**src/shcp_pkg.sv**
```systemverilog
package shcp_pkg;
    // serial framing and timing
    localparam int unsigned CLK_HZ = 125_000_000;
    localparam int unsigned BAUD = 9600;
    localparam int unsigned OVS = 16;
    localparam int unsigned DIV_CYC = CLK_HZ / (BAUD * OVS);
    localparam int unsigned DIV_W = 10;
    localparam logic [DIV_W-1:0] DIV_LAST = DIV_W'(DIV_CYC - 1);
    localparam int unsigned DATA_BITS = 8;
    localparam logic [3:0] OVS_MID = 4'h7;
    localparam logic [3:0] OVS_LAST = 4'hf;
    localparam logic [2:0] BIT_LAST = 3'(DATA_BITS - 1);

    // rear switch pins: index 0 is the serial line, 1 the port select, 2..6 the address
    localparam int unsigned NPIN = 7;
    localparam int unsigned PIN_RX = 0;
    localparam int unsigned PIN_SEL = 1;
    localparam int unsigned PIN_ADR = 2;
    localparam int unsigned ADR_W = 5;
    localparam logic [NPIN-1:0] PIN_RST = 7'h03;

    // front display error code
    localparam logic signed [15:0] ERR_CODE = -16'sd100;
    localparam logic [15:0] ERR_NONE = 16'h0000;

    // register map
    localparam int unsigned AW = 8;
    localparam logic [AW-1:0] OFS_CTRL = 8'h00;
    localparam logic [AW-1:0] OFS_STATUS = 8'h04;
    localparam logic [AW-1:0] OFS_IRQ_STAT = 8'h08;
    localparam logic [AW-1:0] OFS_IRQ_MASK = 8'h0c;
    localparam logic [AW-1:0] OFS_ERR = 8'h10;
    localparam logic [AW-1:0] OFS_TERM = 8'h14;
    localparam logic [AW-1:0] OFS_LAST_CHAR = 8'h18;

    // control bits
    localparam int unsigned CTRL_EN = 0;
    localparam int unsigned CTRL_CLR_ERR = 1;
    localparam logic CTRL_EN_RST = 1'b1;
    localparam logic [7:0] TERM_RST = 8'h0a;

    // status bits
    localparam int unsigned ST_HOLD = 0;
    localparam int unsigned ST_SERIAL = 1;
    localparam int unsigned ST_ERR = 2;
    localparam int unsigned ST_ADR = 8;

    // interrupt bits
    localparam int unsigned NIRQ = 3;
    localparam int unsigned IRQ_CMD = 0;
    localparam int unsigned IRQ_ERR = 1;
    localparam int unsigned IRQ_DONE = 2;

    typedef enum logic [3:0] {
        SHCP_IDLE = 4'h1,
        SHCP_START = 4'h2,
        SHCP_DATA = 4'h4,
        SHCP_STOP = 4'h8
    } shcp_rx_state_t;
endpackage : shcp_pkg

```
**src/shcp_rx_if.sv**
```systemverilog
`timescale 1ns/1ps
`default_nettype none
interface shcp_rx_if;
    logic line;
    logic tick;
    logic [7:0] data;
    logic valid;
    logic ferr;
    modport rx (input line, input tick, output data, output valid, output ferr);
    modport host (output line, output tick, input data, input valid, input ferr);
endinterface : shcp_rx_if
`default_nettype wire

```
**src/shcp_rx.sv**
```systemverilog
`timescale 1ns/1ps
`default_nettype none
module shcp_rx
    import shcp_pkg::*;
(
    input wire logic mclk,
    input wire logic reset_n,
    shcp_rx_if.rx port
);
    shcp_rx_state_t state;
    logic [3:0] cnt;
    logic [2:0] bitn;
    logic [7:0] sr;

    wire at_mid = port.tick && (cnt == OVS_MID);
    wire at_last = port.tick && (cnt == OVS_LAST);

    // eight bits, one stop
    always_ff @(posedge mclk or negedge reset_n) begin
        if (!reset_n) begin
            state <= SHCP_IDLE;
            cnt <= 4'h0;
            bitn <= 3'h0;
            sr <= 8'h00;
            port.data <= 8'h00;
            port.valid <= 1'b0;
            port.ferr <= 1'b0;
        end else begin
            port.valid <= 1'b0;
            port.ferr <= 1'b0;
            // the start state clears the count at mid-bit, so only the bit end stops it here
            if (port.tick && !at_last) begin
                cnt <= cnt + 4'h1;
            end
            unique case (state)
                SHCP_IDLE: begin
                    cnt <= 4'h0;
                    if (!port.line) begin
                        state <= SHCP_START;
                    end
                end
                SHCP_START: begin
                    // a start bit gone high at mid-bit was a glitch
                    if (at_mid) begin
                        cnt <= 4'h0;
                        bitn <= 3'h0;
                        state <= port.line ? SHCP_IDLE : SHCP_DATA;
                    end
                end
                SHCP_DATA: begin
                    if (at_last) begin
                        cnt <= 4'h0;
                        sr <= {port.line, sr[7:1]};
                        bitn <= bitn + 3'h1;
                        if (bitn == BIT_LAST) begin
                            state <= SHCP_STOP;
                        end
                    end
                end
                SHCP_STOP: begin
                    if (at_last) begin
                        state <= SHCP_IDLE;
                        port.data <= sr;
                        port.valid <= port.line;
                        port.ferr <= !port.line;
                    end
                end
            endcase
        end
    end
endmodule : shcp_rx
`default_nettype wire

```
**src/shcp_top.sv**
```systemverilog
// The address-and-strobe port and the placing of the registers were decided locally.
`timescale 1ns/1ps
`default_nettype none
// Contract
// The serial link runs at 9600 baud with eight data bits, one stop bit and no parity.
// Host-to-device flow is paced by a hardware modem-control hold-off, not by characters.
// After a complete command the hold-off output is raised and kept until processing ends.
// The host checks the hold-off before each character and never queues a second command.
// A rear select switch picks the serial port or the parallel bus; only that one is active.
// The parallel bus address is read in binary from five switch positions, 4 down to 0.
// A corrupted or lost command shows error code -100 on the front display.
// The host should add a fixed delay between commands if errors still occur.
// A line-terminator character marks the end of a command and triggers the hold-off.
module shcp_top
    import shcp_pkg::*;
#(
    // mclk cycles per oversampling tick; the default gives 9600 baud
    parameter int unsigned BAUD_DIV = DIV_CYC
)
(
    input wire logic mclk,
    input wire logic reset_n,
    input wire logic rx_pin,
    input wire logic sel_serial_pin,
    input wire logic [ADR_W-1:0] adr_pin,
    output logic dtr_hold,
    output logic [7:0] cmd_data,
    output logic cmd_valid,
    output logic cmd_end,
    input wire logic proc_done,
    output logic par_active,
    output logic [ADR_W-1:0] bus_addr,
    output logic err_show,
    output logic [15:0] err_code,
    input wire logic [AW-1:0] reg_addr,
    input wire logic [31:0] reg_wdata,
    input wire logic reg_wr,
    input wire logic reg_rd,
    output logic [31:0] reg_rdata,
    output logic irq
);
    function automatic logic hit(input logic [AW-1:0] a, input logic [AW-1:0] ofs);
        hit = (a == ofs);
    endfunction : hit

    // pin synchronisers: a change counts once stages two and three agree
    logic [NPIN-1:0] pin_raw;
    logic [NPIN-1:0] pin_s1;
    logic [NPIN-1:0] pin_s2;
    logic [NPIN-1:0] pin_s3;
    logic [NPIN-1:0] pin;

    assign pin_raw = {adr_pin, sel_serial_pin, rx_pin};

    genvar gi;
    generate
        for (gi = 0; gi < NPIN; gi++) begin : g_sync
            always_ff @(posedge mclk or negedge reset_n) begin
                if (!reset_n) begin
                    pin_s1[gi] <= PIN_RST[gi];
                    pin_s2[gi] <= PIN_RST[gi];
                    pin_s3[gi] <= PIN_RST[gi];
                    pin[gi] <= PIN_RST[gi];
                end else begin
                    pin_s1[gi] <= pin_raw[gi];
                    pin_s2[gi] <= pin_s1[gi];
                    pin_s3[gi] <= pin_s2[gi];
                    if (pin_s2[gi] == pin_s3[gi]) begin
                        pin[gi] <= pin_s3[gi];
                    end
                end
            end
        end
    endgenerate

    wire serial_sel = pin[PIN_SEL];

    // oversampling enable, 16 per bit
    logic [DIV_W-1:0] div_cnt;
    logic tick;
    localparam logic [DIV_W-1:0] DIV_END = DIV_W'(BAUD_DIV - 1);
    wire div_wrap = (div_cnt == DIV_END);

    // 9600 baud rate enable
    always_ff @(posedge mclk or negedge reset_n) begin
        if (!reset_n) begin
            div_cnt <= '0;
            tick <= 1'b0;
        end else begin
            div_cnt <= div_wrap ? '0 : div_cnt + DIV_W'(1);
            tick <= div_wrap;
        end
    end

    shcp_rx_if rxp ();
    assign rxp.line = pin[PIN_RX];
    assign rxp.tick = tick;

    shcp_rx u_rx (
        .mclk(mclk),
        .reset_n(reset_n),
        .port(rxp)
    );

    // registers
    logic ctrl_en;
    logic [7:0] term_char;
    logic [7:0] last_char;
    logic [NIRQ-1:0] irq_stat;
    logic [NIRQ-1:0] irq_mask;

    wire wr_ctrl = reg_wr && hit(reg_addr, OFS_CTRL);
    wire wr_stat = reg_wr && hit(reg_addr, OFS_IRQ_STAT);
    wire wr_mask = reg_wr && hit(reg_addr, OFS_IRQ_MASK);
    wire wr_term = reg_wr && hit(reg_addr, OFS_TERM);
    wire clr_err = wr_ctrl && reg_wdata[CTRL_CLR_ERR];

    // serial side only live when selected
    wire rx_live = serial_sel && ctrl_en;
    wire char_in = rx_live && rxp.valid;
    // terminator ends the command
    wire is_term = (rxp.data == term_char);
    wire char_ok = char_in && !dtr_hold;
    wire term_acc = char_ok && is_term;
    // characters during hold-off or bad frames are lost
    wire err_evt = (char_in && dtr_hold) || (rx_live && rxp.ferr);
    wire done_evt = dtr_hold && proc_done;

    wire [NIRQ-1:0] events;
    assign events[IRQ_CMD] = term_acc;
    assign events[IRQ_ERR] = err_evt;
    assign events[IRQ_DONE] = done_evt;
    wire [NIRQ-1:0] w1c = wr_stat ? reg_wdata[NIRQ-1:0] : '0;
    // a new event wins over a clear in the same cycle
    wire [NIRQ-1:0] next_irq_stat = (irq_stat & ~w1c) | events;

    always_ff @(posedge mclk or negedge reset_n) begin
        if (!reset_n) begin
            ctrl_en <= CTRL_EN_RST;
            term_char <= TERM_RST;
            irq_mask <= '0;
            irq_stat <= '0;
        end else begin
            if (wr_ctrl) begin
                ctrl_en <= reg_wdata[CTRL_EN];
            end
            if (wr_term) begin
                term_char <= reg_wdata[7:0];
            end
            if (wr_mask) begin
                irq_mask <= reg_wdata[NIRQ-1:0];
            end
            irq_stat <= next_irq_stat;
        end
    end

    assign irq = |(irq_stat & irq_mask);

    // hardware hold-off line
    // raised on command end, held until done
    always_ff @(posedge mclk or negedge reset_n) begin
        if (!reset_n) begin
            dtr_hold <= 1'b0;
        end else if (term_acc) begin
            dtr_hold <= 1'b1;
        end else if (proc_done) begin
            dtr_hold <= 1'b0;
        end
    end

    // command character stream to the processor
    always_ff @(posedge mclk or negedge reset_n) begin
        if (!reset_n) begin
            cmd_data <= 8'h00;
            cmd_valid <= 1'b0;
            cmd_end <= 1'b0;
            last_char <= 8'h00;
        end else begin
            cmd_valid <= char_ok;
            cmd_end <= term_acc;
            if (char_ok) begin
                cmd_data <= rxp.data;
                last_char <= rxp.data;
            end
        end
    end

    // error code on display
    always_ff @(posedge mclk or negedge reset_n) begin
        if (!reset_n) begin
            err_show <= 1'b0;
            err_code <= ERR_NONE;
        end else if (err_evt) begin
            err_show <= 1'b1;
            err_code <= ERR_CODE;
        end else if (clr_err) begin
            err_show <= 1'b0;
            err_code <= ERR_NONE;
        end
    end

    // parallel bus enable
    // five address switches
    always_ff @(posedge mclk or negedge reset_n) begin
        if (!reset_n) begin
            par_active <= 1'b0;
            bus_addr <= '0;
        end else begin
            par_active <= !serial_sel;
            bus_addr <= pin[PIN_ADR +: ADR_W];
        end
    end

    // read path, data stands the cycle after the strobe
    logic [31:0] rd_mux;
    always_comb begin
        rd_mux = 32'h0000_0000;
        if (hit(reg_addr, OFS_CTRL)) begin
            rd_mux[CTRL_EN] = ctrl_en;
        end else if (hit(reg_addr, OFS_STATUS)) begin
            rd_mux[ST_HOLD] = dtr_hold;
            rd_mux[ST_SERIAL] = serial_sel;
            rd_mux[ST_ERR] = err_show;
            rd_mux[ST_ADR +: ADR_W] = bus_addr;
        end else if (hit(reg_addr, OFS_IRQ_STAT)) begin
            rd_mux[NIRQ-1:0] = irq_stat;
        end else if (hit(reg_addr, OFS_IRQ_MASK)) begin
            rd_mux[NIRQ-1:0] = irq_mask;
        end else if (hit(reg_addr, OFS_ERR)) begin
            rd_mux[15:0] = err_code;
        end else if (hit(reg_addr, OFS_TERM)) begin
            rd_mux[7:0] = term_char;
        end else if (hit(reg_addr, OFS_LAST_CHAR)) begin
            rd_mux[7:0] = last_char;
        end
    end

    always_ff @(posedge mclk or negedge reset_n) begin
        if (!reset_n) begin
            reg_rdata <= 32'h0000_0000;
        end else begin
            reg_rdata <= reg_rd ? rd_mux : 32'h0000_0000;
        end
    end
endmodule : shcp_top
`default_nettype wire

```
**config.mk**
```make
export PLATFORM = sky130hd
export DESIGN_NAME = shcp_top
export DESIGN_NICKNAME = d
export VERILOG_FILES = /design/src/shcp_pkg.sv /design/src/shcp_rx_if.sv /design/src/shcp_rx.sv /design/src/shcp_top.sv
export SDC_FILE = /design/constraint.sdc
export NUM_CORES = 1
export LEC_CHECK = 0
export ABC_CLOCK_PERIOD_IN_PS = 2100
export CAP_MARGIN = 15
export CORE_ASPECT_RATIO = 0.7
export CORE_MARGIN = 2
export CORE_UTILIZATION = 40
export CTS_CLUSTER_SIZE = 30
export DETAILED_ROUTE_END_ITERATION = 10
export DONT_BUFFER_PORTS = 1
export GPL_ROUTABILITY_DRIVEN = 0
export HOLD_SLACK_MARGIN = 0.02
export PLACE_DENSITY_LB_ADDON = 0.05
export SYNTH_ARGS = -nofsm -noshare
export SYNTH_HDL_FRONTEND = slang
export SYNTH_HIERARCHICAL = 1
export SYNTH_SLANG_ARGS = --single-unit
```
**constraint.sdc**
```tcl
create_clock -name mclk -period 2.1 [get_ports mclk]
set_input_delay 0.21 -clock mclk [delete_from_list [all_inputs] [get_ports mclk]]
set_output_delay 0.21 -clock mclk [all_outputs]
set_load 0.01 [all_outputs]
```
=== After elaboration in Yosys (flattened, before gate mapping) ===
Index checks and enable logic that the tools add are counted.

* Reduce and logical (&&, ||, !) cells: 29
* Multiplexer cells: 41
* Add/subtract/negate cells: 3
* Equality and inequality tests: 27
* Bitwise gates (word level): 4

{| class="wikitable"
|+ Operators with widths
! cell !! number
|-
| 16-bit 2-to-1 mux || 3
|-
| 4-bit 2-to-1 mux || 8
|-
| 8-bit 2-to-1 mux || 4
|-
| 13-bit 2-to-1 mux || 2
|-
| 8-bit by 5-bit == test with 1-bit output, second input constant || 3
|-
| 3-bit 2-to-1 mux || 8
|-
| 8-bit by 4-bit == test with 1-bit output, second input constant || 2
|-
| 4-bit case mux with 4 select lines || 1
|-
| 1-bit logical AND || 15
|-
| 15-bit 2-to-1 mux || 1
|-
| 4-bit case mux with 3 select lines || 1
|-
| 10-bit by 1-bit adder with 10-bit output, second input constant || 1
|-
| 10-bit == test, second input constant || 1
|-
| 10-bit 2-to-1 mux || 1
|-
| 5-bit 2-to-1 mux || 2
|-
| 1-bit 2-to-1 mux || 9
|-
| 4-bit by 3-bit == test with 1-bit output, second input constant || 2
|-
| 4-bit == test, second input constant || 2
|-
| 8-bit by 3-bit == test with 1-bit output, second input constant || 1
|-
| 8-bit == test || 1
|-
| 8-bit logical NOT || 1
|-
| 2-bit by 1-bit inequality test with 1-bit output, second input constant || 4
|-
| 1-bit == test || 7
|-
| 3-bit bitwise AND || 2
|-
| other kinds (16) || 22
|}

* Output and inout bits: 67
* Input port bits: 52
* Register bits after elaboration: 133

=== Depth between registers and ports, before layout ===
Gate-level depths: netlist (run 1).

* Word-level depth: 9
* Depth in mapped cells: 6

=== Hierarchy ===
The synthesis (run 1) kept the hierarchy.

{| class="wikitable"
|+ Modules (own cells, without submodules)
! module !! sequential area each (µm²) !! cells an instance !! instances !! area each (µm²)
|-
| shcp_top || 2165.8 || 304 || 1 || 3632.2
|-
| shcp_rx || 726.9 || 113 || 1 || 1475.2
|}

=== Least setup slack after synthesis (run 1) ===
Ideal clock, no wire load.

* Path kind: reg-to-reg
* Start: register u_rx.cnt[0]
* End: register u_rx.port.data[0]
* Stages on the path, launching flop included: 6
* Path slack: 0.533 ns
* Period minus slack after synthesis: 1.567 ns
* Arrival: 1.442 ns
* Data required time: 1.975 ns
* Path buffers: 1
* Path through: dfrtp_1 > ha_1 > and4_1 > buf_6 > nand3_4 > mux2_4

* Word-level cells in the longest chain between the ends: 3

{| class="wikitable"
|+ Ends and longest elaborated chain
! item !! RTL line !! RTL
|-
| start: declaration || shcp_rx.sv:11 || <nowiki>logic [3:0] cnt;</nowiki>
|-
| start signal: assignment || shcp_rx.sv:33 || <nowiki>cnt <= cnt + 4'h1;</nowiki>
|-
| 4-bit == test || shcp_rx.sv:16 || <nowiki>wire at_last = port.tick && (cnt == OVS_LAST);</nowiki>
|-
| 1-bit logical AND || shcp_rx.sv:16 ||
|-
| 2-bit AND reduction (no source line) || -- ||
|-
| end signal: assignment || shcp_rx.sv:63 || <nowiki>port.data <= sr;</nowiki>
|-
| end: declaration || shcp_rx_if.sv:9 || <nowiki>modport rx (input line, input tick, output data, output valid, output ferr);</nowiki>
|}

Every way passes these cells.
A chain may end at the register's enable or synchronous reset.

=== Worst setup path in the final report (run 1) ===
* Start: register u_rx.cnt[0]
* End: register u_rx.port.data[2]

The elaborated chain is that of the path after synthesis.

==> metrics list, run 1 <==
* Maximum VDD drop: 0.624 mV
- Global-route wire length before repair: 16,900 um
- Critical path class: reg -> reg
- Aggregate global routing overflow: 0
- Summed over all failing endpoints, the final setup total negative slack is 0 ns.
* Routed via count divided by cell count: 5.01
- Vertical die dimension: 98.5 um
* Busiest layer in global routing: met1
- Type of destination of the critical path: flip-flop
* Clock Tree Root: clkbuf_16
* Startpoint of the most critical setup path: u_rx/cnt[0]$_DFF_PN0_
- Dividing total power by cell area gives a power density of 886 nW/um2.
- Dividing the final minimum period by the clock period gives 90.8%.
- DP HPWL: 6800 um
* Buf+Inv Stages, Crit Path: 0
* Skew-Pair Late Insertion Delay: 0.42 ns
- Yosys cell types: 73
* Number of CTS-inserted buffers: 17
- Met1 Use GR: 23.3%
- Cell count after synthesis: 417
- DRC violation count after routing: 0
- Internal reg-to-reg setup slack: 0.19 ns
* Largest driver fanout on the critical path: 10
* Diode count: 0
- At the pin with the least slew margin, the transition time is 0.611 ns.
- In this design, the stage delay of the slowest critical-path cell is 0.44 ns.
- The via count of the first global-routing pass came to 3,089.
- The worst path in the final design needs a cycle of 1.91 ns, including I/O delays and setup.
- The floorplan has 34 rows.
* CTS sink count: 115
- Measured against its own limit, the worst slew margin works out to 59.2%.
- R2r startpoint: u_rx/cnt[0]$_DFF_PN0_
* Number of enable flip-flop cells after synthesis: 0
- Synth Area per Inst: 12.2 um2
- Worst Path Arrival: 2.19 ns
- Number of setup buffers added after CTS: 0
- During synthesis, Yosys emitted a total of 6 warnings.
- The number of failing hold endpoints at the final stage came to 115.
- For this run, the post-layout net count is 491.
- Entering global routing, the biggest net connects 116 pins.
- The flow ran to the end, but the final reports show violations.
* Starting utilization of the core area: 41.1%
- After synthesis the netlist holds a flip-flop and latch count of 115.
- The slowest stage of the critical path belongs to the cell and4_1.
- The worst hold path belongs to the class in -> async.
- Post-layout total power: 5.16 mW
- After detailed placement, the total cell area comes to 5080 um2.
* Cells resized by post-CTS repair: 0
* Clock slew at reported path FFs: 0.06 ns
* Type of origin of the critical path: flip-flop
- Number of buffers on the longest clock path: 2
- GRT met2 Usage: 21.8%
* Fin Hold WS: -0.507 ns
* Post-Route WL: 9990 um
- Setup violations remaining at the end of the flow were counted as 0.
- In this run, post-CTS hold repair placed 18 buffers.
- Max-slew violations: 0
- Horizontal extent of the die: 139 um
- Average routed wire per standard cell: 16.4 um
- Counting cells, the worst reg-to-reg path comes to 4.
- The first TritonRoute pass finished after 4 iterations.
* Number of DRC markers in iteration 0: 192
- For the final database, setup skew stands at 0.0202 ns.
- The die covers 13,700 um2.
- The tool flagged a number of max-cap violations equal to 0.
* Fraction of layout instances using a drive strength above 1: 19.7%
- Worst slack at placement: 0.210 ns
* Overall global routing resource usage: 16.0%
* List of cells traversed by the critical path: ha_1, and4_1, nand3_4, mux2_4
- Data required time at the worst endpoint: 2.38 ns
* Overall via count from detail_route: 3,051
- Number of nets still failing antenna checks after routing: 0
* Setup repair after global routing missed its margin: false
- On the critical path the largest part of the delay comes from simple AND/OR/NAND/NOR gates.
* Initial antenna violation count: 0
- Share of flip-flops with an asynchronous set or reset: 100%
* Placeable core region: 12,400 um2
- Across all setup checks in the final design, the least slack found is 0.193 ns.
- In this run the static leakage power is 2.70 nW.
* Post-Synthesis Cell Area: 5110 um2
- The area growth from synthesis to layout is 14.1%.
- Fmax: 524 MHz
- TritonCTS built the clock tree.
- Violated checks: hold timing
- Pin placement for this block handled 119 I/O pins.
- Global routing consumed, on the met3 layer, 5.69% of the routing resources.
- Among all flip-flop cells after synthesis, the most frequent one is dfrtp_1.
- The finished cells cover 5830 um2.
* CTS H-tree lvls: 4
- Worst r2r dst: u_rx/port.data[2]$_DFFE_PN0P_
- During placement, the flow inserted port buffers numbering 0.
- Sequential cells were found to cover 56.6% of the synthesized design area.
-- state kept, by name, indices dropped and copies added, names as in the netlist, 3 cells and up --
name            count
reg_rdata          14
div_cnt            10
last_char           8
term_char           8
u_rx/port.data      8
u_rx/sr             8
pin_s1              7
pin_s2              7
pin_s3              7
bus_addr            5
pin                 5
u_rx/cnt            4
u_rx/state          4
irq_mask            3
irq_stat            3
u_rx/bitn           3
-- layer usage --
layer / vias up / share of wire, % / routed length (um)
li1: 1448 / - / -
met1: 1511 / 50 / 5010
met2: 85 / 42 / 4150
met3: 7 / 7.5 / 745
met4: 0 / 0.87 / 87
met5: - / 0 / 0
-- worst reg2reg max path, stage by stage, from the launching register on --
cell and delay (ns):
dfrtp_1 0.39, ha_1 0.33, and4_1 0.44, nand3_4 0.26, mux2_4 0.36
-- cells in the mapped netlist, types with 5 or more instances --
master	count	area (um2)
xor2_1	10	87.6
nor2_1	28	105
ha_1	5	62.6
mux2_4	8	120
dfstp_2	12	315
maj3_1	7	70.1
mux2_1	7	78.8
nor4_1	5	31.3
nand2_1	43	161
inv_1	13	48.8
a21oi_1	11	55.1
mux2_2	12	135
nor3_1	6	30.0
o21ai_0	8	40.0
nand3_1	9	45.0
buf_4	34	255
dfrtp_1	103	2580
xnor2_1	5	43.8
-- kinds of logic after synthesis --
group	synth area share (%)
flops	56.6
compound gates	7.01
other cells	0.0734
buf+inv	7.42
fa+ha+maj	2.60
simple gates	15.9
xor+xnor	2.57
mux	7.77
-- worst max path at each step --
stage | cells after the start | endpoint | slack (ns)
2_1_floorplan | 5 | u_rx/port.data[0]$_DFFE_PN0P_ | 0.53
3_3_place_gp | 4 | u_rx/port.data[2]$_DFFE_PN0P_ | 0.27
3_5_place_dp | 4 | u_rx/port.data[1]$_DFFE_PN0P_ | 0.21
4_1_cts | 4 | u_rx/port.data[7]$_DFFE_PN0P_ | 0.20
5_1_grt | 4 | u_rx/port.data[6]$_DFFE_PN0P_ | 0.07
6_report | 4 | u_rx/port.data[2]$_DFFE_PN0P_ | 0.19
-- per-stage QoR --
stage          util [%]  cells
2_1_floorplan         -    436
3_3_place_gp       40.9    559
3_5_place_dp       40.9    559
4_1_cts            46.9    609
5_1_grt            46.9    609
6_report           46.9    609
-- power breakdown --
| group | leakage [nW] | total [mW] | switching (mW) | internal (mW) |
|---|---|---|---|---|
| registers | 1.48 | 2.34 | 0.0494 | 2.29 |
| logic | 0.967 | 0.122 | 0.0577 | 0.0638 |
| clock network | 0.259 | 2.71 | 1.03 | 1.68 |
| total | 2.70 | 5.16 | 1.14 | 4.03 |
-- layout make-up --
class                      instances  area [um2]
fill                            1158        6590
sequential                       115        2890
clock inverter                    13         111
clock buffer                      19         453
timing repair buffer              22         210
inverter                          14        52.6
multi-input combinational        264        1910
tap                              162         203
-- cells in the final DEF, fill, tap and decap left out, types with 4 or more instances in the layout --
master	instances
nor2_1	28
nor4_1	5
clkinv_2	4
clkbuf_16	17
ha_1	5
a22oi_1	4
nor3_1	6
nand3_1	9
maj3_1	7
mux2_1	7
o21ai_0	8
mux2_4	8
a21oi_1	11
mux2i_1	4
xor2_1	10
buf_4	4
clkinvlp_4	7
dfstp_2	12
nand2_1	43
conb_1	20
inv_1	13
xnor2_1	5
dfrtp_1	103
dlygate4sd3_1	18
mux2_2	12
Power figures use the tool's default switching activity.
==> run 2, diff against run 1 <==
--- a/config.mk
+++ b/config.mk
@@ -5,7 +5,7 @@
 export SDC_FILE = /design/constraint.sdc
 export NUM_CORES = 1
 export LEC_CHECK = 0
-export ABC_CLOCK_PERIOD_IN_PS = 2100
+export ABC_CLOCK_PERIOD_IN_PS = 1600
 export CAP_MARGIN = 15
 export CORE_ASPECT_RATIO = 0.7
 export CORE_MARGIN = 2
==> constraint.sdc (replaced) <==
create_clock -name mclk -period 1.6 [get_ports mclk]
set_input_delay 0.16 -clock mclk [delete_from_list [all_inputs] [get_ports mclk]]
set_output_delay 0.16 -clock mclk [all_outputs]
set_load 0.01 [all_outputs]
==> metrics list, run 2 (same netlist as run 1, synthesis figures left out) <==
* Commonest cells after routing, fill and taps aside: 101 x dfrtp_1, 43 x nand2_1, 29 x buf_4 (was 103 x dfrtp_1, 43 x nand2_1, 28 x nor2_1)
* Worst Setup EP: u_rx/state[2]$_DFFE_PN0P_ (was u_rx/port.data[2]$_DFFE_PN0P_)
- Number of buffers on the longest clock path: 2 (unchanged)
- The number of standard-cell rows in the floorplan came to 34 (unchanged).
- The worst path setup slack after routing is 0.0213 ns (was 0.193 ns).
* Worst slack at placement: -0.0275 ns (was 0.210 ns)
- Relative contribution of the clock network to total power: 54.4% (was 52.4%)
- Aggregate global routing overflow: 0 (unchanged)
- The kind of cell with the highest combined delay on the critical path is compound AO/OA/AOI/OAI gates (was simple AND/OR/NAND/NOR gates).
* Worst Path Arrival: 1.93 ns (was 2.19 ns)
- Number of CTS-inserted buffers: 17 (unchanged)
- The clock insertion delay at the later pin of the skew report was 0.41 ns (was 0.42 ns).
- Setup repair after global routing missed its margin: true (was false).
- The sort of element at the start of the critical path is a flip-flop (unchanged).
- The number of setup violations in the final report came to 0 (unchanged).
- The critical-path cell with the highest stage delay was dfrtp_1 (was and4_1).
* Largest net degree at the start of global routing: 116 (unchanged)
* Worst clock skew on the final layout: 0.0133 ns (was 0.0202 ns)
- The number of max-capacitance violations reported came to 0 (unchanged).
- Period utilisation layout: 98.7% (was 90.8%)
- Count of cells along the worst register-to-register path: 5 (was 4)
* Global-route wire length before repair: 17,300 um (was 16,900 um)
- The overall routed net length came to 10,400 um (was 9990 um).
* CTS H-tree lvls: 4 (unchanged)
* Register with the most flip-flops: reg_rdata (unchanged)
- Layout Nets: 519 (was 491)
- The kind of path behind the tightest hold check is in -> async (unchanged).
* Buf+Inv Stages, Crit Path: 0 (unchanged)
* Crit path depth: 5 (was 4)
- The mean number of vias per cell was 4.95 (was 5.01).
- The vias after detailed routing was 3,156 (was 3,051).
* Max-slew violations: 0 (unchanged)
- The slew at the pin closest to its max-slew limit was 0.502 ns (was 0.611 ns).
- List of cells traversed by the critical path: ha_2, ha_2, or3b_1, a211oi_2, o22a_1 (was ha_1, and4_1, nand3_4, mux2_4).
* R2r startpoint: u_rx/bitn[1]$_DFFE_PN0P_ (was u_rx/cnt[0]$_DFF_PN0_)
- The switching power came to 1.41 mW (was 1.14 mW).
* Total power density per cell area: 1160 nW/um2 (was 886 nW/um2)
* Headroom to the max-slew limit: 65.7% (was 59.2%)
- The flip-flop count of the largest register, all copies and words added came to 14 (unchanged).
- Status: complete, but fails checks (unchanged)
* Post-layout total power: 7.12 mW (was 5.16 mW)
* Fin Hold WS: -0.548 ns (was -0.507 ns)
- The total negative slack was 0 ns (unchanged).
* Fraction of power consumed by sequential logic: 43.0% (was 45.3%)
* Maximum VDD drop: 0.731 mV (was 0.624 mV)
* Most frequent standard cell in the layout excluding fill and tap cells: dfrtp_1 (unchanged)
- The delay contributed by the slowest stage of the critical path is 0.38 ns (was 0.44 ns).
- The post-route core utilization was 49.3% (was 46.9%).
* Sw Ratio: 19.8% (was 22.0%)
- Data required time at the worst endpoint: 1.95 ns (was 2.38 ns)
* Count of input and output buffers: 0 (unchanged)
* Horizontal extent of the die: 139 um (unchanged)
* Clock slew at reported path FFs: 0.06 ns (about the same)
- The endpoint of the most critical register-to-register path was u_rx/state[2]$_DFFE_PN0P_ (was u_rx/port.data[2]$_DFFE_PN0P_).
- The combinational share of power was 2.6% (was 2.4%).
- The via count of the first global-routing pass came to 3,250 (was 3,089).
* Overall global routing resource usage: 16.1% (was 16.0%)
- Average routed wire per standard cell: 16.2 um (was 16.4 um)
- The area added between synthesis and finish came to 20.0% (was 14.1%).
* Ports placed on the boundary: 119 (unchanged)
- Largest registers in the final layout: reg_rdata (14), div_cnt (10) (unchanged)
* Vertical die dimension: 98.5 um (unchanged)
- The kind of critical path is reg -> reg (unchanged).
- Initial antenna violation count: 0 (unchanged)
- Largest driver fanout on the critical path: 2 (was 10)
- The CTS tree is built (unchanged).
- The total clock sinks is 115 (unchanged).
* Type of destination of the critical path: flip-flop (unchanged)
* Number of nets still failing antenna checks after routing: 0 (unchanged)
- The count of inserted antenna diode cells is 0 (unchanged).
- Startpoint of the most critical setup path: u_rx/bitn[1]$_DFFE_PN0P_ (was u_rx/cnt[0]$_DFF_PN0_)
- Number of DRC markers in iteration 0: 237 (was 192)
- The placed wire-length estimate was 7060 um (was 6800 um).
- Detailed Routing Iterations Pass 1: 4 (unchanged)
- Die footprint: 13,700 um2 (unchanged)
- The internal cell power came to 5.71 mW (was 4.03 mW).
- Internal reg-to-reg setup slack: 0.02 ns (was 0.19 ns)
* Placed Area: 5240 um2 (was 5080 um2)
- The number of inserted filler cells in the final layout was 1,128 (was 1,158).
- Clock Tree Root: clkbuf_16 (unchanged)
- Final count of hold timing violations: 115 (unchanged)
* Fraction of layout instances using a drive strength above 1: 25.3% (was 19.7%)
- Fmax: 633 MHz (was 524 MHz)
* Leakage power figure: 2.87 nW (was 2.70 nW)
- DRC violation count after routing: 0 (unchanged)
* Most Frequent Cell on Critical Path: ha_2
* Starting utilization of the core area: 41.1% (unchanged)
- The post-layout minimum cycle time was 1.58 ns (was 1.91 ns).
* Non-Filler Cell Area, Final: 6130 um2 (was 5830 um2)
- Placeable core region: 12,400 um2 (unchanged)
- Violated checks: hold timing (unchanged)
- Count of hold buffers inserted by post-cts repair: 21 (was 18)
## run 2: worst reg2reg max path: stages, from the launching register on
cell,delay [ns]
dfrtp_1,0.38
ha_2,0.18
ha_2,0.15
or3b_1,0.38
a211oi_2,0.26
o22a_1,0.16
## run 2: worst min path at each step
stage | startpoint | endpoint | slack, ns
global route | reset_n | par_active$_DFF_PN0_ | -0.57
floorplan | reset_n | bus_addr[0]$_DFF_PN0_ | -0.14
detailed placement | reset_n | par_active$_DFF_PN0_ | -0.13
finish | reset_n | u_rx/sr[4]$_DFFE_PN0P_ | -0.55
global placement | reset_n | par_active$_DFF_PN0_ | -0.13
CTS | reset_n | u_rx/bitn[2]$_DFFE_PN0P_ | -0.57
## run 2: cell type report
cell class,instances,area (um2),share of cell area [%]
sequential,115,2900,47.2
multi-input combinational,264,1930,31.6
clock buffer,24,492,8.02
timing repair buffer,50,428,6.98
tap,162,203,3.31
clock inverter,8,124,2.02
inverter,14,52.6,0.857
## run 2: power by group through the flow
stage	logic [mW]	clock network, mW	registers (mW)
after floorplan	0.153	0	3.10
after global placement	0.130	0	3.11
after detailed placement	0.131	0	3.12
after CTS	0.183	3.98	3.07
after global routing	0.200	4.10	3.08
final	0.182	3.88	3.07
## run 2: timing repair
action | 4_1_cts | 5_1_grt
pin swaps | 1 | 6
endpoints found under the setup margin | 10 | 19
gates resized for setup | 2 | 8
setup buffers | 0 | 5
endpoints found under the hold margin | 148 | 115
## run 2: metal layers
metal / global-route usage [%] / wire length (um)
met5: 0 / 0
met4: 5.91 / 104
met3: 5.44 / 633
met2: 23.0 / 4360
met1: 23.0 / 5250
## run 2: through the flow
step	hold WS (ns)	instances
2_1_floorplan	-0.136	436
3_3_place_gp	-0.131	579
3_5_place_dp	-0.132	579
4_1_cts	-0.570	632
5_1_grt	-0.575	637
6_report	-0.548	637
